===== config.mk =====
export PLATFORM = sky130hd
export DESIGN_NAME = rss_sequencer
export DESIGN_NICKNAME = d
export VERILOG_FILES = /design/src/rss_pkg.sv /design/src/rss_sync.sv /design/src/rss_sequencer.sv
export SDC_FILE = /design/constraint.sdc
export NUM_CORES = 1
export LEC_CHECK = 0
export BUFFER_PORTS_ARGS = -buffer_cell sky130_fd_sc_hd__buf_4
export CORE_ASPECT_RATIO = 1.25
export CORE_MARGIN = 3
export CORE_UTILIZATION = 35
export CTS_CLUSTER_DIAMETER = 50
export CTS_CLUSTER_SIZE = 14
export DETAILED_ROUTE_END_ITERATION = 7
export PLACE_DENSITY_LB_ADDON = 0.05
export SYNTH_ARGS = -nofsm -noshare
export SYNTH_HDL_FRONTEND = slang
export SYNTH_SLANG_ARGS = --single-unit

===== constraint.sdc =====
create_clock -name ref_clk_i -period 5.9 [get_ports ref_clk_i]
set_input_delay 0.295 -clock ref_clk_i [delete_from_list [all_inputs] [get_ports ref_clk_i]]
set_output_delay 0.295 -clock ref_clk_i [all_outputs]
set_load 0.05 [all_outputs]

===== src/rss_pkg.sv =====
// package: constants, types and carriers of the reset source sequencer
package rss_pkg;

  // ----------------------------------------------------------------
  // register bus
  // ----------------------------------------------------------------
  localparam int unsigned DATA_W = 32;
  localparam int unsigned ADDR_W = 8;

  localparam logic [ADDR_W-1:0] ADDR_CMD = 8'h00;
  localparam logic [ADDR_W-1:0] ADDR_MODE = 8'h04;
  localparam logic [ADDR_W-1:0] ADDR_STAT = 8'h08;
  localparam logic [ADDR_W-1:0] ADDR_IRQ_STAT = 8'h0c;
  localparam logic [ADDR_W-1:0] ADDR_IRQ_MASK = 8'h10;

  // ----------------------------------------------------------------
  // field layout
  // ----------------------------------------------------------------
  localparam int unsigned CMD_PROC_BIT = 0;
  localparam int unsigned CMD_EXT_BIT = 1;

  localparam int unsigned MODE_WDEN_BIT = 0;
  localparam int unsigned MODE_LEN_LSB = 8;
  localparam int unsigned LEN_W = 4;
  localparam logic MODE_WDEN_RST = 1'b1;
  localparam logic [LEN_W-1:0] MODE_LEN_RST = 4'h0;

  localparam int unsigned STAT_CAUSE_LSB = 0;
  localparam int unsigned CAUSE_W = 3;
  localparam int unsigned STAT_PIN_BIT = 8;
  localparam int unsigned STAT_BUSY_BIT = 16;

  // reset_cause_field codes
  localparam logic [CAUSE_W-1:0] CAUSE_POWERUP = 3'h0;
  localparam logic [CAUSE_W-1:0] CAUSE_BACKUP = 3'h1;
  localparam logic [CAUSE_W-1:0] CAUSE_WDOG = 3'h2;
  localparam logic [CAUSE_W-1:0] CAUSE_SOFT = 3'h3;
  localparam logic [CAUSE_W-1:0] CAUSE_USER = 3'h4;

  // interrupt events, same layout in status and mask
  localparam int unsigned EV_W = 4;
  localparam int unsigned EV_BACKUP = 0;
  localparam int unsigned EV_WDOG = 1;
  localparam int unsigned EV_SOFT = 2;
  localparam int unsigned EV_USER = 3;
  localparam logic [EV_W-1:0] IRQ_MASK_RST = 4'h0;

  // ----------------------------------------------------------------
  // timing, in slow clock cycles
  // ----------------------------------------------------------------
  localparam int unsigned HOLD_W = 2;
  localparam int unsigned HOLD_CYC = 3;
  localparam logic [HOLD_W-1:0] HOLD_LOAD = HOLD_W'(HOLD_CYC - 1);

  // pin low time is 2^(len+1) cycles
  localparam int unsigned EXT_CNT_W = 17;
  localparam logic [EXT_CNT_W:0] EXT_ONE = 18'h00001;
  localparam logic [LEN_W:0] LEN_INC = 5'h01;

  localparam int unsigned SYNC_STAGES = 2;
  localparam int unsigned RISE_ALLOW = 1;
  localparam int unsigned GUARD_W = 2;
  localparam logic [GUARD_W-1:0] GUARD_LOAD = GUARD_W'(SYNC_STAGES + RISE_ALLOW);

  // ----------------------------------------------------------------
  // synchroniser lanes
  // ----------------------------------------------------------------
  localparam int unsigned SYNC_W = 2;
  localparam int unsigned SYNC_BACKUP = 0;
  localparam int unsigned SYNC_PIN = 1;
  // pin idles high through its pull-up
  localparam logic [SYNC_W-1:0] SYNC_RST = 2'h2;

  // ----------------------------------------------------------------
  // types
  // ----------------------------------------------------------------
  typedef enum logic [2:0] {
    ST_IDLE,
    ST_BACKUP,
    ST_WDOG,
    ST_SOFT,
    ST_USER
  } rss_state_e;

  typedef struct packed {
    logic [ADDR_W-1:0] addr;
    logic [DATA_W-1:0] wdata;
    logic wr;
    logic rd;
  } rss_bus_req_s;

  typedef struct packed {
    logic core_n;
    logic proc_n;
    logic periph_n;
    logic wdt_n;
  } rss_rst_s;

  localparam rss_rst_s RST_OUT_RST = '{core_n: 1'b1, proc_n: 1'b0, periph_n: 1'b0, wdt_n: 1'b0};

endpackage : rss_pkg


===== src/rss_sync.sv =====
// two-stage synchroniser for the pin and supply inputs
module rss_sync (
  input wire logic ref_clk_i,
  input wire logic resetn_i,
  input wire logic [rss_pkg::SYNC_W-1:0] async_i,
  output logic [rss_pkg::SYNC_W-1:0] sync_o
);
  import rss_pkg::*;

  typedef struct packed {
    logic [SYNC_W-1:0] meta;
    logic [SYNC_W-1:0] safe;
  } rss_sync_s;

  rss_sync_s st;
  rss_sync_s next_st;

  // first stage feeds only the second
  always_comb begin
    next_st = st;
    next_st.meta = async_i;
    next_st.safe = st.meta;
  end

  always_ff @(posedge ref_clk_i or negedge resetn_i) begin
    if (!resetn_i) begin
      st <= '{meta: SYNC_RST, safe: SYNC_RST};
    end else begin
      st <= next_st;
    end
  end

  assign sync_o = st.safe;

endmodule : rss_sync


===== src/rss_sequencer.sv =====
// reset source sequencer: backup, watchdog, software and user reset control
//
// The address-and-strobe port and the placing of the registers were chosen for this implementation.

// Summary of operation
// - on backup exit assert core supply reset, then record backup as cause
// - core supply reset stays asserted for the whole backup exit
// - watchdog fault enters watchdog reset, lasting exactly three slow cycles
// - processor and peripheral resets asserted throughout watchdog reset
// - watchdog reset drives pin low for set length; own low is not user reset
// - processor reset also resets the watchdog, restarting it at defaults
// - watchdog enable 0 ignores faults; 1 makes a fault in idle a processor reset
// - pin rising later than one cycle after watchdog reset releases it reports user reset
// - processor command bit resets processor and all peripherals
// - external command bit drives pin low for the programmed length
// - software reset on any command bit, alone or both together
// - software reset lasts exactly three slow cycles
module rss_sequencer (
  input wire logic ref_clk_i,
  input wire logic resetn_i,
  input wire rss_pkg::rss_bus_req_s bus_i,
  output logic [rss_pkg::DATA_W-1:0] rdata_o,
  input wire logic backup_exit_i,
  input wire logic wd_fault_i,
  input wire logic ext_rst_pin_i,
  output logic ext_rst_pin_o,
  output logic ext_rst_pin_oe_n_o,
  output rss_pkg::rss_rst_s resets_o,
  output logic irq_o
);
  import rss_pkg::*;

  // ----------------------------------------------------------------
  // state
  // ----------------------------------------------------------------
  typedef struct packed {
    rss_state_e state;
    logic [HOLD_W-1:0] hold;
    logic soft_proc;
    logic ext_drive;
    logic [EXT_CNT_W-1:0] ext_cnt;
    logic [GUARD_W-1:0] guard;
    logic wd_en;
    logic [LEN_W-1:0] ext_len;
    logic [CAUSE_W-1:0] cause;
    logic [EV_W-1:0] irq_stat;
    logic [EV_W-1:0] irq_mask;
    logic [DATA_W-1:0] rdata;
    rss_rst_s rst;
    logic irq;
  } rss_seq_s;

  localparam rss_seq_s SEQ_RST = '{
    state: ST_IDLE,
    hold: '0,
    soft_proc: 1'b0,
    ext_drive: 1'b0,
    ext_cnt: '0,
    guard: '0,
    wd_en: MODE_WDEN_RST,
    ext_len: MODE_LEN_RST,
    cause: CAUSE_POWERUP,
    irq_stat: '0,
    irq_mask: IRQ_MASK_RST,
    rdata: '0,
    rst: RST_OUT_RST,
    irq: 1'b0
  };

  rss_seq_s st;
  rss_seq_s next_st;

  logic [SYNC_W-1:0] sync_in;
  logic [SYNC_W-1:0] sync_out;
  logic backup_s;
  logic pin_s;

  // ----------------------------------------------------------------
  // helpers
  // ----------------------------------------------------------------
  function automatic logic rss_hit(
    input logic [ADDR_W-1:0] addr,
    input logic [ADDR_W-1:0] offset
  );
    rss_hit = (addr == offset);
  endfunction : rss_hit

  // pin low for 2^(len+1) cycles, counter runs load..0
  function automatic logic [EXT_CNT_W-1:0] rss_ext_load(
    input logic [LEN_W-1:0] len
  );
    logic [EXT_CNT_W:0] span;
    span = EXT_ONE << ({1'b0, len} + LEN_INC);
    rss_ext_load = EXT_CNT_W'(span - EXT_ONE);
  endfunction : rss_ext_load

  // processor side held low in these states
  function automatic logic rss_proc_held(
    input rss_state_e state,
    input logic soft_proc
  );
    case (state)
      ST_BACKUP, ST_WDOG, ST_USER: begin
        rss_proc_held = 1'b1;
      end
      ST_SOFT: begin
        rss_proc_held = soft_proc;
      end
      default: begin
        rss_proc_held = 1'b0;
      end
    endcase
  endfunction : rss_proc_held

  // read back; command word and unmapped offsets read zero
  function automatic logic [DATA_W-1:0] rss_read_word(
    input rss_seq_s s,
    input logic [ADDR_W-1:0] addr,
    input logic pin
  );
    logic [DATA_W-1:0] word;
    word = '0;
    case (addr)
      ADDR_MODE: begin
        word[MODE_WDEN_BIT] = s.wd_en;
        word[MODE_LEN_LSB +: LEN_W] = s.ext_len;
      end
      ADDR_STAT: begin
        word[STAT_CAUSE_LSB +: CAUSE_W] = s.cause;
        word[STAT_PIN_BIT] = pin;
        word[STAT_BUSY_BIT] = (s.state != ST_IDLE) || s.ext_drive;
      end
      ADDR_IRQ_STAT: begin
        word[EV_W-1:0] = s.irq_stat;
      end
      ADDR_IRQ_MASK: begin
        word[EV_W-1:0] = s.irq_mask;
      end
      default: begin
        word = '0;
      end
    endcase
    rss_read_word = word;
  endfunction : rss_read_word

  // ----------------------------------------------------------------
  // state update helpers
  // ----------------------------------------------------------------
  // entry into a counted reset state, cause recorded at entry
  function automatic rss_seq_s rss_enter(
    input rss_seq_s s,
    input rss_state_e state,
    input logic [CAUSE_W-1:0] cause
  );
    rss_enter = s;
    rss_enter.state = state;
    rss_enter.hold = HOLD_LOAD;
    rss_enter.cause = cause;
  endfunction : rss_enter

  // restart the pin pulse; guard reloads only when the drive ends
  function automatic rss_seq_s rss_pin_start(
    input rss_seq_s s,
    input logic [LEN_W-1:0] len
  );
    rss_pin_start = s;
    rss_pin_start.ext_drive = 1'b1;
    rss_pin_start.ext_cnt = rss_ext_load(len);
    rss_pin_start.guard = '0;
  endfunction : rss_pin_start

  // write one clears; an event in the same cycle wins
  function automatic logic [EV_W-1:0] rss_w1c(
    input logic [EV_W-1:0] stat,
    input logic clr_wr,
    input logic [EV_W-1:0] clr,
    input logic [EV_W-1:0] ev
  );
    logic [EV_W-1:0] kept;
    kept = clr_wr ? (stat & ~clr) : stat;
    rss_w1c = kept | ev;
  endfunction : rss_w1c

  // ----------------------------------------------------------------
  // input synchronisation
  // ----------------------------------------------------------------
  always_comb begin
    sync_in = '0;
    sync_in[SYNC_BACKUP] = backup_exit_i;
    sync_in[SYNC_PIN] = ext_rst_pin_i;
  end

  rss_sync u_sync (
    .ref_clk_i(ref_clk_i),
    .resetn_i(resetn_i),
    .async_i(sync_in),
    .sync_o(sync_out)
  );

  assign backup_s = sync_out[SYNC_BACKUP];
  assign pin_s = sync_out[SYNC_PIN];

  // ----------------------------------------------------------------
  // next state
  // ----------------------------------------------------------------
  always_comb begin
    logic cmd_wr;
    logic cmd_proc;
    logic cmd_ext;
    logic pin_user;
    logic [EV_W-1:0] ev;
    logic mode_wr;
    logic mask_wr;
    logic stat_wr;
    cmd_wr = bus_i.wr && rss_hit(bus_i.addr, ADDR_CMD);
    mode_wr = bus_i.wr && rss_hit(bus_i.addr, ADDR_MODE);
    mask_wr = bus_i.wr && rss_hit(bus_i.addr, ADDR_IRQ_MASK);
    stat_wr = bus_i.wr && rss_hit(bus_i.addr, ADDR_IRQ_STAT);
    cmd_proc = cmd_wr && bus_i.wdata[CMD_PROC_BIT];
    cmd_ext = cmd_wr && bus_i.wdata[CMD_EXT_BIT];
    pin_user = 1'b0;
    ev = '0;
    next_st = st;
    next_st.rdata = '0;

    // ----------------------------------------------------------------
    // mode and mask writes
    // ----------------------------------------------------------------
    if (mode_wr) begin
      next_st.wd_en = bus_i.wdata[MODE_WDEN_BIT];
      next_st.ext_len = bus_i.wdata[MODE_LEN_LSB +: LEN_W];
    end
    if (mask_wr) begin
      next_st.irq_mask = bus_i.wdata[EV_W-1:0];
    end

    // ----------------------------------------------------------------
    // pin driver; guard masks our own low until the pin could rise
    // ----------------------------------------------------------------
    if (st.ext_drive) begin
      if (st.ext_cnt == '0) begin
        next_st.ext_drive = 1'b0;
        next_st.guard = GUARD_LOAD;
      end else begin
        next_st.ext_cnt = st.ext_cnt - 1'b1;
      end
    end else if (st.guard != '0) begin
      next_st.guard = st.guard - 1'b1;
    end

    // slow rc rise outlives the guard and lands as user reset
    pin_user = !pin_s && !st.ext_drive && (st.guard == '0);

    // ----------------------------------------------------------------
    // sequencer
    // ----------------------------------------------------------------
    case (st.state)
      ST_IDLE: begin
        if (backup_s) begin
          next_st.state = ST_BACKUP;
        end else if (wd_fault_i && st.wd_en) begin
          next_st = rss_enter(next_st, ST_WDOG, CAUSE_WDOG);
          next_st = rss_pin_start(next_st, st.ext_len);
          ev[EV_WDOG] = 1'b1;
        end else if (cmd_proc || cmd_ext) begin
          next_st = rss_enter(next_st, ST_SOFT, CAUSE_SOFT);
          next_st.soft_proc = cmd_proc;
          if (cmd_ext) begin
            next_st = rss_pin_start(next_st, st.ext_len);
          end
          ev[EV_SOFT] = 1'b1;
        end else if (pin_user) begin
          next_st.state = ST_USER;
          next_st.cause = CAUSE_USER;
          ev[EV_USER] = 1'b1;
        end
      end
      ST_BACKUP: begin
        // cause recorded once the supply has let go
        if (!backup_s) begin
          next_st.state = ST_IDLE;
          next_st.cause = CAUSE_BACKUP;
          ev[EV_BACKUP] = 1'b1;
        end
      end
      ST_WDOG, ST_SOFT: begin
        if (st.hold == '0) begin
          next_st.state = ST_IDLE;
          next_st.soft_proc = 1'b0;
        end else begin
          next_st.hold = st.hold - 1'b1;
        end
      end
      ST_USER: begin
        if (pin_s) begin
          next_st.state = ST_IDLE;
        end
      end
      default: begin
        next_st.state = ST_IDLE;
      end
    endcase

    // ----------------------------------------------------------------
    // interrupt status
    // ----------------------------------------------------------------
    next_st.irq_stat = rss_w1c(st.irq_stat, stat_wr, bus_i.wdata[EV_W-1:0], ev);
    next_st.irq = |(next_st.irq_stat & next_st.irq_mask);

    // ----------------------------------------------------------------
    // reset outputs follow the next state so they leave flops
    // ----------------------------------------------------------------
    next_st.rst.core_n = (next_st.state != ST_BACKUP);
    next_st.rst.proc_n = !rss_proc_held(next_st.state, next_st.soft_proc);
    next_st.rst.periph_n = next_st.rst.proc_n;
    next_st.rst.wdt_n = next_st.rst.proc_n;

    // ----------------------------------------------------------------
    // read data stands only in the cycle after the strobe
    // ----------------------------------------------------------------
    if (bus_i.rd) begin
      next_st.rdata = rss_read_word(st, bus_i.addr, pin_s);
    end
  end

  // ----------------------------------------------------------------
  // registers
  // ----------------------------------------------------------------
  always_ff @(posedge ref_clk_i or negedge resetn_i) begin
    if (!resetn_i) begin
      st <= SEQ_RST;
    end else begin
      st <= next_st;
    end
  end

  // ----------------------------------------------------------------
  // outputs
  // ----------------------------------------------------------------
  assign rdata_o = st.rdata;
  assign resets_o = st.rst;
  assign irq_o = st.irq;
  // open drain: only ever pulls low
  assign ext_rst_pin_o = 1'b0;
  assign ext_rst_pin_oe_n_o = !st.ext_drive;

endmodule : rss_sequencer


======== After elaboration in Yosys (flattened, before gate mapping) ========
Cells that the tools add are included.
operators by class
  multiply operators ...................... 0
  divide/modulo/power cells ............... 0
  multiplexer cells ....................... 47
  equal/unequal tests ..................... 18
  reductions and logical operators ........ 28
  $add $sub $neg .......................... 5
  $lt $le $gt $ge ......................... 0
  bitwise gates (word level) .............. 4
  shifts and indexed selects .............. 1
operators by type and width
  kind                                                                    count
  79-bit 2-to-1 mux                                                       1
  76-bit 2-to-1 mux                                                       1
  73-bit 2-to-1 mux                                                       1
  45-bit 2-to-1 mux                                                       1
  41-bit 2-to-1 mux                                                       1
  3-bit 2-to-1 mux                                                        12
  17-bit by 1-bit subtractor with 17-bit output (second input constant)   2
  32-bit 2-to-1 mux                                                       1
  28-bit 2-to-1 mux                                                       1
  25-bit 2-to-1 mux                                                       1
  18-bit 2-to-1 mux                                                       1
  17-bit logical NOT                                                      1
  17-bit 2-to-1 mux                                                       1
  1-bit by 5-bit << shifter with 17-bit output (first input constant)     1
  8-bit by 4-bit equality test with 1-bit output (second input constant)  2
  3-bit by 2-bit equality test with 1-bit output (second input constant)  4
  3-bit one-hot mux with 2 select lines                                   2
  3-bit one-hot mux with 4 select lines                                   1
  2-bit 2-to-1 mux                                                        5
  1-bit logical AND                                                       9
  1-bit 2-to-1 mux                                                        9
  4-bit bitwise AND                                                       2
  8-bit by 3-bit equality test with 1-bit output (second input constant)  1
  8-bit by 5-bit equality test with 1-bit output (second input constant)  1
  26 further kinds                                                        41
storage, ports and cells
  ROM bits ................................ 0
  output and inout port bits .............. 39
  register bits after elaboration ......... 81
  bits in latches ......................... 0
  bits in writable memories ............... 0
  memories kept ........................... 0
  input bits .............................. 47
  logic and storage cells ................. 120

======== Depth between registers and ports, before layout ========
Gate-level depths: netlist of run 1.
  depth after elaboration ................. 12
  depth in mapped cells ................... 10
  depth with buffers taken out ............ 8

======== Hierarchy ========
Synthesis of run 1 repeated with hierarchy kept, for this count alone.
unflattened totals
  cells, all modules ...................... 350
  area, all modules ....................... 3374.5 µm²
modules (own cells, without submodules)
  module         cells each  seq. area each (µm²)  instances  area an instance (µm²)
  rss_sequencer  346         1353.8                1          3271.9
  rss_sync       4           102.6                 1          102.6

======== Worst setup path before layout of run 1 ========
No wires, ideal clock.
  path type ............................... register -> register
  from .................................... reg st[50] in the netlist's numbering
  to ...................................... reg st[65] in the netlist's numbering
  stages on the path, launching flop included .. 11
  clock period less this slack ............ 1.962 ns
  buffers on the path ..................... 2
  setup time .............................. 0.077 ns
  required time ........................... 5.823 ns
  setup slack ............................. 3.938 ns
  arrival time ............................ 1.885 ns
  cell sequence ........................... dfrtp_1 -> clkbuf_1 -> nor2_1 -> nand2b_1 -> ha_1 -> clkbuf_1 -> inv_1 -> nor2_1 -> mux2i_1 -> o311a_1 -> a21oi_1
RTL lines
  element                 RTL line              text
  start, declared         rss_sequencer.sv:70   rss_seq_s st;
  start signal, assigned  rss_sequencer.sv:333  st <= next_st;

==> results of run 1 <==
==> per-layer routing <==
layer / track usage [%] / routed length, um
met1: 19.3 / 3480
met2: 25.4 / 4410
met3: 3.39 / 289
met4: 6.32 / 148
met5: 0 / 0
==> cell families (layout without fill, tap and decap cells) <==
| family | Yosys count | count (layout) | share of synthesized area, % |
|---|---|---|---|
| other | 2 | 25 | 0.215 |
| buffers and inverters | 68 | 66 | 11.8 |
| muxes | 18 | 18 | 5.47 |
| DFF | 58 | 58 | 41.6 |
| xor gates and xnor gates | 13 | 13 | 3.26 |
| and+or+nand+nor | 133 | 133 | 22.4 |
| AOI/OAI and AO/OA | 73 | 73 | 14.2 |
| adders and majority gates | 3 | 3 | 1.07 |
==> cells in the mapped netlist, types with 3 or more instances <==
cell type   n  share of area, %
o22ai_1     5              0.89
nand4_1     6               1.1
nor4_1      4              0.72
and3_1      7               1.3
dfstp_2     4               3.0
dfrtp_1    54                39
buf_4      37               7.9
a31oi_1     3              0.54
a21oi_1    19               2.7
nor4b_1     5               1.3
nand3_1     9               1.3
nor3_1      7               1.0
clkbuf_1   15               1.6
or3_1       6               1.1
nor2_1     18               1.9
a311oi_1    6               1.5
and2_1      3              0.54
nor2b_1     6               1.1
nand2_1    36               3.9
mux2_2      9               2.9
or4_1       3              0.64
a22oi_1     3              0.64
xnor2_1    12               3.0
ha_1        3               1.1
mux2i_1     9               2.6
nand3b_1    5               1.1
o21ai_0    13               1.9
inv_1      12               1.3
a22o_1      3              0.75
==> per-stage QoR <==
stage	total power, W	hold WS [ns]	std cells
after floorplan	0.000764	-0.000591	391
after global placement	0.000824	0.334	499
after detailed placement	0.000830	0.337	499
after CTS	0.00130	0.0649	515
after global routing	0.00136	0.0617	515
final	0.00128	0.0432	515
==> state kept, by name (all words and copies together) (netlist names) <==
signal and cells:
u_sync.next_st 2, rdata_o 9, resets_o 2, u_sync.sync_o 2, st 42, irq_o 1
==> final cells by class <==
cell class                      count  area (um2)  area share, %
Multi-Input combinational cell    265        1720           43.7
Sequential cell                    58        1460           37.1
Timing Repair Buffer               38         285           7.27
Clock buffer                       10         229           5.84
Tap cell                          126         158           4.02
Inverter                           12        45.0           1.15
Clock inverter                      6        35.0          0.893
==> critical path, delay by kind of cell (launching register included) <==
family	cells	cell delay (ns)
AND/OR/NAND/NOR	4	1.90
flip-flops	1	0.43
AO/OA/AOI/OAI	1	0.27
==> where the power goes <==
group | internal [W] | total [W] | switching (W) | leakage (nW)
registers | 0.000459 | 0.000527 | 0.0000678 | 0.691
clock network | 0.000280 | 0.000460 | 0.000180 | 0.128
logic | 0.000118 | 0.000296 | 0.000177 | 0.867
total | 0.000858 | 0.00128 | 0.000425 | 1.69
==> path summary, 6_finish.rpt <==
path / end / slack [ns] / depth (start not counted) / startpoint
max in group asynchronous: st[37] / 5.37 / 1 / resetn_i
setup / recovery: st[57] / 3.18 / 5 / st[61]
setup reg to reg: st[57] / 3.18 / 5 / st[61]
min in group ref_clk_i: u_sync.next_st[0] / 0.08 / 1 / backup_exit_i
hold / removal: st[76] / 0.04 / 1 / resetn_i
hold reg to reg: u_sync.sync_o[0] / 0.35 / 0 / u_sync.next_st[0]
==> cells in the final DEF, fill, tap and decap left out, drive strengths merged, types with 8 or more instances in the layout <==
cell type and instances:
conb 25, nand3 9, clkbuf 10, nor3 8, nand2 36, a21oi 19
o21ai 16, buf 38, xnor2 12, dfrtp 54, mux2i 9, mux2 9
inv 12, nor2 18, nor4 8
==> metrics.yaml, run 1 <==
synthesis:
  syn_inst: 368
  synth-edff-count: 0
  netlist_area_um2: 3500
  ys_types: 62
  ys_warn_count: 0
  seq_area_frac_synth_pct: 41.6
  dominantRegCellSynth: "dfrtp_1"
  async_reset_ff_share_pct: 100
  ys_seq_elements: 58
  avgSynthCellArea_um2: 9.50
die:
  ios: 86
  rows: 40
  die_height_um: 118
  die_w_um: 95.4
  initial_core_util_pct: 36.2
  core_area_um2: 9660
  dieArea_um2: 11200
cells_and_area:
  drive_gt1_share_pct: 20.6
  syn_to_final_growth_pct: 12.2
  fin_nets: 434
  final_util_pct: 40.6
  final_cell_area_um2: 3920
  n_antenna_cell: 0
  nFillCells: 972
placed_design:
  routabilityCongestion: 0.780
  post-place-ws_ns: 3.25
  place_area_um2: 3660
  dpl.hpwl_um: 5890
  port_buffers: 37
clock_network:
  cts_sinks: 58
  clk_pin_slew_ns: 0.05
  cts-root-buf: "clkbuf_16"
  ctsResizeCount: 0
  ctsHoldBuffers: 0
  htree_num_levels: 3
  clock_latency_ns: 0.32
  numCtsBuffers: 9
  cts_setup_buffers: 0
  tritoncts: "built"
  cts_buffer_depth: 2
routing:
  drc: 0
  postRouteAntennaNets: 0
  drt_iter0_drc: 112
  vias_per_cell: 5.21
  avgRoutedWirePerCell_um: 16.2
  totalWireLength_um: 8340
  first_pass_iters: 4
  num_vias: 2682
setup_path:
  cpPeakStageDelay_ns: 0.95
  crit_path_top_delay_cell: "nor4_2"
  crit_chain: "or3_1 -> nor4_2 -> and3_1 -> nor3_1 -> o31a_1"
  crit_arrival_ns: 2.93
  start_kind: "flip-flop"
  end_kind: "flip-flop"
  critical_path.max_fanout: 11
  required_ns: 6.11
  path_class: "flip-flop to flip-flop"
global_route:
  grt.overflow.total: 0
  grt_pass1_wl_um: 13500
  antenna_found_initial: 0
  grt_pass1_vias: 2649
  grt_use_total_pct: 15.4
  grt_max_degree: 59
power:
  irDropWorstVdd_v: 0.000154
  p_leak_nw: 1.69
  power.density_nw_per_um2: 327
sta:
  slew_violations: 0
  tightest_slew_ns: 1.06
  grt_setup_unrepaired: "false"
  setup-tns-final_ns: 0
  report.final.setup_viol: 0
  fmax_ghz: 0.368
  setup_ws_ns: 3.18
  period_share_pct: 46.1
  period_needed_ns: 2.72
  relSlewSlack_pct: 28.4
  hold_violations: 0
  finClkSkew_ns: 0.00891
status:
  status: "finished, final reports clean"
job:
  maxCapViolCount: 0
hold_path:
  hold_class: "input pin to async pin"
(Power assumes the default switching activity.)
==> inputs of run 2 (changes only) <==
- clock period: 5.9 -> 2.6 ns (I/O delays scaled with it)
==> run 2 against run 1 <==
Compared with the run above: sequential share of layout area down 1.1 points; worst hold slack worse by 0.0050 ns; worst setup slack worse by 2.7 ns; sequential power up 120%; clock skew about the same; via count up 0.86%; non-clock buffer count up 10; critical path type unchanged; cell count up 1.7%; first-iteration DRC count down 46%; fmax up 27%; highest routed layer unchanged; critical endpoint is now st[71]; final area up 3.2%.
==> metrics.yaml, run 2 (synthesis gave the netlist of run 1 again) <==
sta:
  period_share_pct: 82.4  # was 46.1%
  period_needed_ns: 2.14  # was 2.72 ns
  fmax_ghz: 0.467  # was 0.368 GHz
  grt_setup_unrepaired: "false"  # unchanged
  tightest_slew_ns: 0.751  # was 1.06 ns
  hold_violations: 0  # unchanged
  finClkSkew_ns: 0.00847  # was 0.00891 ns
  setup-tns-final_ns: 0  # unchanged
  relSlewSlack_pct: 49.9  # was 28.4%
  slew_violations: 0  # unchanged
  report.final.setup_viol: 0  # unchanged
power:
  power.density_nw_per_um2: 760  # was 327 nW/um2
  power_w: 0.00308  # was 0.00128 W
  p_int_w: 0.00213  # was 0.000858 W
  netSwitchingFraction_pct: 30.7  # was 33.1%
  pwr-share-seq_pct: 38.3  # was 41.1%
  p_switching_w: 0.000945  # was 0.000425 W
  comb_power_share_pct: 22.5  # was 23.1%
  pwr-share-clk_pct: 39.2  # was 35.9%
  p_leak_nw: 1.76  # was 1.69 nW
  irDropWorstVdd_v: 0.000365  # was 0.000154 V
cells_and_area:
  regMostFlops: "st"  # unchanged
  final_cell_mix: "dfrtp_1, buf_4, nand2_1"  # unchanged
  drive_gt1_share_pct: 21.6  # was 20.6%
  final_common_cell: "dfrtp_1"  # unchanged
  fin_nets: 444  # was 434
  n_antenna_cell: 0  # unchanged
  multi_input_area_um2: 1720  # unchanged
  regArea_um2: 1460  # unchanged
  nFillCells: 986  # was 972
  syn_to_final_growth_pct: 15.7  # was 12.2%
  largest_reg_flops: 42  # unchanged
setup_path:
  required_ns: 2.79  # was 6.11 ns
  path_class: "flip-flop to flip-flop"  # unchanged
  r2r_cells: 7  # was 5
  critical_path.max_fanout: 11  # unchanged
  crit-reg2reg-launch: "st[49]"  # was st[61]
  crit_chain: "or2_2 -> nand2b_1 -> ha_1 -> inv_1 -> nor2_1 -> a221oi_1 -> a21oi_1"  # was or3_1 -> nor4_2 -> and3_1 -> nor3_1 -> o31a_1
  ff2ff_setup_slack_ns: 0.46  # was 3.18 ns
  crit_path_top_delay_cell: "a221oi_1"  # was nor4_2
  end_kind: "flip-flop"  # unchanged
  reg2reg_to: "st[71]"  # was st[57]
  cpPeakStageDelay_ns: 0.46  # was 0.95 ns
  start_kind: "flip-flop"  # unchanged
  crit_arrival_ns: 2.33  # was 2.93 ns
clock_network:
  cts_setup_buffers: 0  # unchanged
  cts_sinks: 58  # unchanged
  clock_latency_ns: 0.33  # was 0.32 ns
  clk_pin_slew_ns: 0.05  # about the same
  numCtsBuffers: 9  # unchanged
  cts-root-buf: "clkbuf_16"  # unchanged
  tritoncts: "built"  # unchanged
  htree_num_levels: 3  # unchanged
  cts_buffer_depth: 2  # unchanged
hold_path:
  hold_class: "input pin to flip-flop"  # was input pin to async pin
  holdPathEnd: "st[49]"
  worstHoldStart: "bus_i[11]"
  min_path_cells: 2
routing:
  vias_per_cell: 5.16  # was 5.21
  drc: 0  # unchanged
  avgRoutedWirePerCell_um: 15.7  # was 16.2 um
  totalWireLength_um: 8240  # was 8340 um
  num_vias: 2705  # was 2682
  postRouteAntennaNets: 0  # unchanged
  first_pass_iters: 4  # unchanged
  drt_iter0_drc: 60  # was 112
die:
  rows: 40  # unchanged
  die_w_um: 95.4  # unchanged
  initial_core_util_pct: 36.2  # unchanged
  die_height_um: 118  # unchanged
  core_area_um2: 9660  # unchanged
  ios: 86  # unchanged
  dieArea_um2: 11200  # unchanged
global_route:
  grt_max_degree: 59  # unchanged
  grt_pass1_wl_um: 13800  # was 13500 um
  grt.overflow.total: 0  # unchanged
  antenna_found_initial: 0  # unchanged
  grt_use_total_pct: 15.8  # was 15.4%
  grt_pass1_vias: 2719  # was 2649
placed_design:
  routabilityCongestion: 0.767  # was 0.780
  dpl.hpwl_um: 5970  # was 5890 um
  port_buffers: 37  # unchanged
status:
  status: "finished, final reports clean"  # unchanged
job:
  maxCapViolCount: 0  # unchanged
==> run 2: cell count changes in the layout (fill, tap and decap cells not counted) <==
cell and change:
clkbuf_8 +3, dlygate4sd3_1 +3, clkinvlp_4 -2, bufinv_16 +1, buf_4 +7, clkinv_2 -3
==> run 2: worst max path at each step <==
stage | slack, ns | from | cells after the start | endpoint
after floorplan | 0.64 | st[50] | 10 | st[65]
after global placement | 0.50 | st[76] | 4 | st[71]
after detailed placement | 0.46 | st[49] | 7 | st[71]
after CTS | 0.47 | st[49] | 7 | st[71]
after global routing | 0.33 | st[49] | 7 | st[65]
final | 0.46 | st[49] | 7 | st[71]
==> run 2: power groups by stage <==
| stage | clock network [W] | registers, W | logic [W] |
|---|---|---|---|
| after floorplan | 0 | 0.00116 | 0.000572 |
| after global placement | 0 | 0.00119 | 0.000681 |
| after detailed placement | 0 | 0.00119 | 0.000692 |
| after CTS | 0.00124 | 0.00118 | 0.000699 |
| after global routing | 0.00128 | 0.00120 | 0.000777 |
| final | 0.00121 | 0.00118 | 0.000692 |
==> run 2: what timing repair did <==
| action | 4_1_cts | 5_1_grt |
|---|---|---|
| hold endpoints to repair | 56 | 0 |
| hold buffers | 3 | 0 |
| resized for setup | 0 | 0 |
==> run 2: cell type report <==
type / instances / area share (%)
sequential: 58 / 36.0
clock buffer: 13 / 6.68
inverter: 12 / 1.11
clock inverter: 2 / 0.866
multi-input combinational: 265 / 42.4
timing repair buffer: 48 / 9.09
tap: 126 / 3.89
==> run 2: metrics by stage <==
stage	util, %	hold WS [ns]	area (um2)	std cells	worst slack [ns]
after floorplan	-	-0.166	3580	391	0.638
after global placement	38.4	0.242	3710	506	0.499
after detailed placement	38.4	0.242	3710	506	0.464
after CTS	41.9	0.0322	4050	524	0.466
after global routing	41.9	0.0287	4050	524	0.327
final	41.9	0.0382	4050	524	0.459
==> run 2: critical path: cells and delay by family, from the launching register on <==
kind            cells  cell delay [ns]
buf+inv             1             0.18
fa+ha+maj           1             0.33
simple gates        3             0.58
flops               1             0.37
compound gates      2             0.54
==> run 2: per-layer routing <==
metal / share of wire [%] / track usage (%) / vias to the layer above
li1: - / - / 1318
met1: 42 / 19.8 / 1329
met2: 53 / 26.1 / 46
met3: 3.1 / 2.69 / 12
met4: 1.9 / 7.30 / 0
met5: 0 / 0 / -
==> inputs of run 3 (changes only) <==
- ABC_AREA: not set -> 1
- clock period: 2.6 -> 1.8 ns (I/O delays scaled with it)
==> run 3 against run 2 <==
Compared with the run above: final area rose by 9.0%; via count up 16%; die area up 2.1%; critical endpoint is now st[67].
==> metrics.yaml, run 3 <==
synthesis:
  avgSynthCellArea_um2: 7.48  # was 9.50 um2
  ys_types: 43  # was 62
  ys_seq_elements: 58  # unchanged
  syn_inst: 478  # was 368
  synth_top_area_share_pct: 37.8  # was 38.6%
  yosys.area.top_type: "dfrtp_1"  # unchanged
  synth.most_common_cell: "nand2_1"  # was dfrtp_1
  synth_area_leaders: "dfrtp_1, nand2_1, buf_4"  # was dfrtp_1, buf_4, nand2_1
  synth-edff-count: 0  # unchanged
  dominantRegCellSynth: "dfrtp_1"  # unchanged
  seq_area_frac_synth_pct: 40.7  # was 41.6%
  ys_warn_count: 0  # unchanged
  synthTopCellsByCount: "nand2_1, inv_1, dfrtp_1"  # was dfrtp_1, buf_4, nand2_1
  async_reset_ff_share_pct: 100  # unchanged
  netlist_area_um2: 3570  # was 3500 um2
setup_path:
  crit_end: "st[67]"  # was st[71]
  cpPeakStageDelay_ns: 0.38  # was 0.46 ns
  r2r_cells: 11  # was 7
  end_kind: "flip-flop"  # unchanged
  critical_path.max_fanout: 6  # was 11
  required_ns: 2.07  # was 2.79 ns
  start_kind: "flip-flop"  # unchanged
  crit_arrival_ns: 1.95  # was 2.33 ns
  path_class: "flip-flop to flip-flop"  # unchanged
  reg2reg_to: "st[67]"  # was st[71]
  crit_path_top_delay_cell: "dfrtp_1"  # was a221oi_1
  crit_chain: "inv_2 -> nand2_2 -> nor2_2 -> nand2_1 -> ha_4 -> nand2_2 -> nor2_4 -> or3_1 -> nand3_1 -> nand2_1 -> inv_1"  # was or2_2 -> nand2b_1 -> ha_1 -> inv_1 -> nor2_1 -> a221oi_1 -> a21oi_1
  crit_start: "st[48]"  # was st[49]
  ff2ff_setup_slack_ns: 0.12  # was 0.46 ns
  crit-reg2reg-launch: "st[48]"  # was st[49]
sta:
  report.final.setup_viol: 0  # unchanged
  tightest_slew_ns: 0.508  # was 0.751 ns
  grt_setup_unrepaired: "false"  # unchanged
  finClkSkew_ns: 0.00840  # was 0.00847 ns
  hold_slack_ns: 0.0103  # was 0.0382 ns
  slew_violations: 0  # unchanged
  setup_ws_ns: 0.121  # was 0.459 ns
  setup-tns-final_ns: 0  # unchanged
  period_share_pct: 93.3  # was 82.4%
  period_needed_ns: 1.68  # was 2.14 ns
  hold_violations: 0  # unchanged
  relSlewSlack_pct: 65.9  # was 49.9%
  fmax_ghz: 0.595  # was 0.467 GHz
routing:
  totalWireLength_um: 9140  # was 8240 um
  drc: 0  # unchanged
  drt_iter0_drc: 83  # was 60
  num_vias: 3133  # was 2705
  vias_per_cell: 4.70  # was 5.16
  first_pass_iters: 4  # unchanged
  postRouteAntennaNets: 0  # unchanged
  avgRoutedWirePerCell_um: 13.7  # was 15.7 um
die:
  ios: 86  # unchanged
  die_w_um: 96.4  # was 95.4 um
  initial_core_util_pct: 36.4  # was 36.2%
  die_height_um: 119  # was 118 um
  core_area_um2: 9810  # was 9660 um2
  dieArea_um2: 11500  # was 11200 um2
  rows: 40  # unchanged
cells_and_area:
  regMostFlops: "st"  # unchanged
  fin_nets: 586  # was 444
  final_common_cell: "nand2_1"  # was dfrtp_1
  syn_to_final_growth_pct: 23.5  # was 15.7%
  largest_reg_flops: 42  # unchanged
  final_cell_mix: "nand2_1, buf_4, inv_1"  # was dfrtp_1, buf_4, nand2_1
  finalNonFillerCells: 667  # was 524
  final_util_pct: 45.0  # was 41.9%
  nFillCells: 1038  # was 986
  drive_gt1_share_pct: 22.0  # was 21.6%
  n_antenna_cell: 0  # unchanged
clock_network:
  numCtsBuffers: 9  # unchanged
  cts_sinks: 58  # unchanged
  clk_pin_slew_ns: 0.06  # was 0.05 ns
  tritoncts: "built"  # unchanged
  cts-root-buf: "clkbuf_16"  # unchanged
  clock_latency_ns: 0.33  # about the same
  cts_buffer_depth: 2  # unchanged
  htree_num_levels: 3  # unchanged
global_route:
  grt_pass1_wl_um: 14800  # was 13800 um
  grt_use_total_pct: 17.0  # was 15.8%
  grt_pass1_vias: 3104  # was 2719
  grt_max_degree: 32  # was 59
  grt.overflow.total: 0  # unchanged
  antenna_found_initial: 0  # unchanged
placed_design:
  port_buffers: 37  # unchanged
  place_inst: 643  # was 506
  dpl.hpwl_um: 7100  # was 5970 um
  routabilityCongestion: 0.821  # was 0.767
  post-place-ws_ns: 0.00214  # was 0.464 ns
power:
  irDropWorstVdd_v: 0.000507  # was 0.000365 V
  p_leak_nw: 2.24  # was 1.76 nW
  power.density_nw_per_um2: 1190  # was 760 nW/um2
job:
  maxCapViolCount: 0  # unchanged
status:
  status: "finished, final reports clean"  # unchanged
hold_path:
  hold_class: "input pin to flip-flop"  # unchanged
  worstHoldStart: "bus_i[10]"  # was bus_i[11]
-- run 3: critical path, delay by kind of cell, from the launching register on --
| family | cells | cell delay (ns) |
|---|---|---|
| simple gates | 8 | 0.91 |
| flops | 1 | 0.38 |
| fa+ha+maj | 1 | 0.18 |
| buf+inv | 2 | 0.15 |
-- run 3: what timing repair did --
action	4_1_cts	5_1_grt
setup endpoints to repair	2	10
endpoints found under the hold margin	34	0
hold buffers	5	0
setup buffers	0	3
pin swaps	0	6
gates resized for setup	1	15
-- run 3: layout make-up --
class	count	area [um2]	area share (%)
clock buffers	11	243	5.50
clock inverters	5	77.6	1.76
inverters	67	251	5.70
multi-input cells	331	1680	38.2
flip-flops and latches	58	1460	33.0
well taps	126	158	3.57
repair buffers	69	543	12.3
-- run 3: worst min path at each step --
| stage | to | cells past startpoint |
|---|---|---|
| 2_1_floorplan | irq_o | 0 |
| 3_3_place_gp | st[55] | 1 |
| 3_5_place_dp | st[55] | 1 |
| 4_1_cts | st[48] | 3 |
| 5_1_grt | st[51] | 3 |
| 6_report | st[48] | 3 |
-- run 3: power breakdown --
| group | total (W) | internal [W] | switching [W] | leakage [nW] |
|---|---|---|---|---|
| combinational | 0.00160 | 0.000563 | 0.00104 | 1.38 |
| clock | 0.00186 | 0.00124 | 0.000613 | 0.156 |
| sequential | 0.00177 | 0.00155 | 0.000220 | 0.700 |
-- run 3: kinds of logic (layout without fill, tap and decap cells) --
family	after synthesis	count (layout)	share of synthesized area, %
AOI/OAI and AO/OA	64	64	10.5
buffers and inverters	112	152	16.1
and+or+nand+nor	232	232	29.6
other	2	25	0.210
adders and majority gates	3	3	1.05
xor gates and xnor gates	7	7	1.72
DFF	58	58	40.7
-- run 3: metrics by stage --
| stage | cell area [um2] | power (W) |
|---|---|---|
| 2_1_floorplan | 3660 | 0.00298 |
| 3_3_place_gp | 3960 | 0.00332 |
| 3_5_place_dp | 3960 | 0.00334 |
| 4_1_cts | 4340 | 0.00523 |
| 5_1_grt | 4410 | 0.00557 |
| 6_report | 4410 | 0.00523 |
-- run 3: routing by layer --
| metal | global-route usage (%) | wire length (um) |
|---|---|---|
| met2 | 30.8 | 5110 |
| met4 | 7.54 | 195 |
| met5 | 0 | 0 |
| met3 | 3.28 | 212 |
| met1 | 18.6 | 3620 |
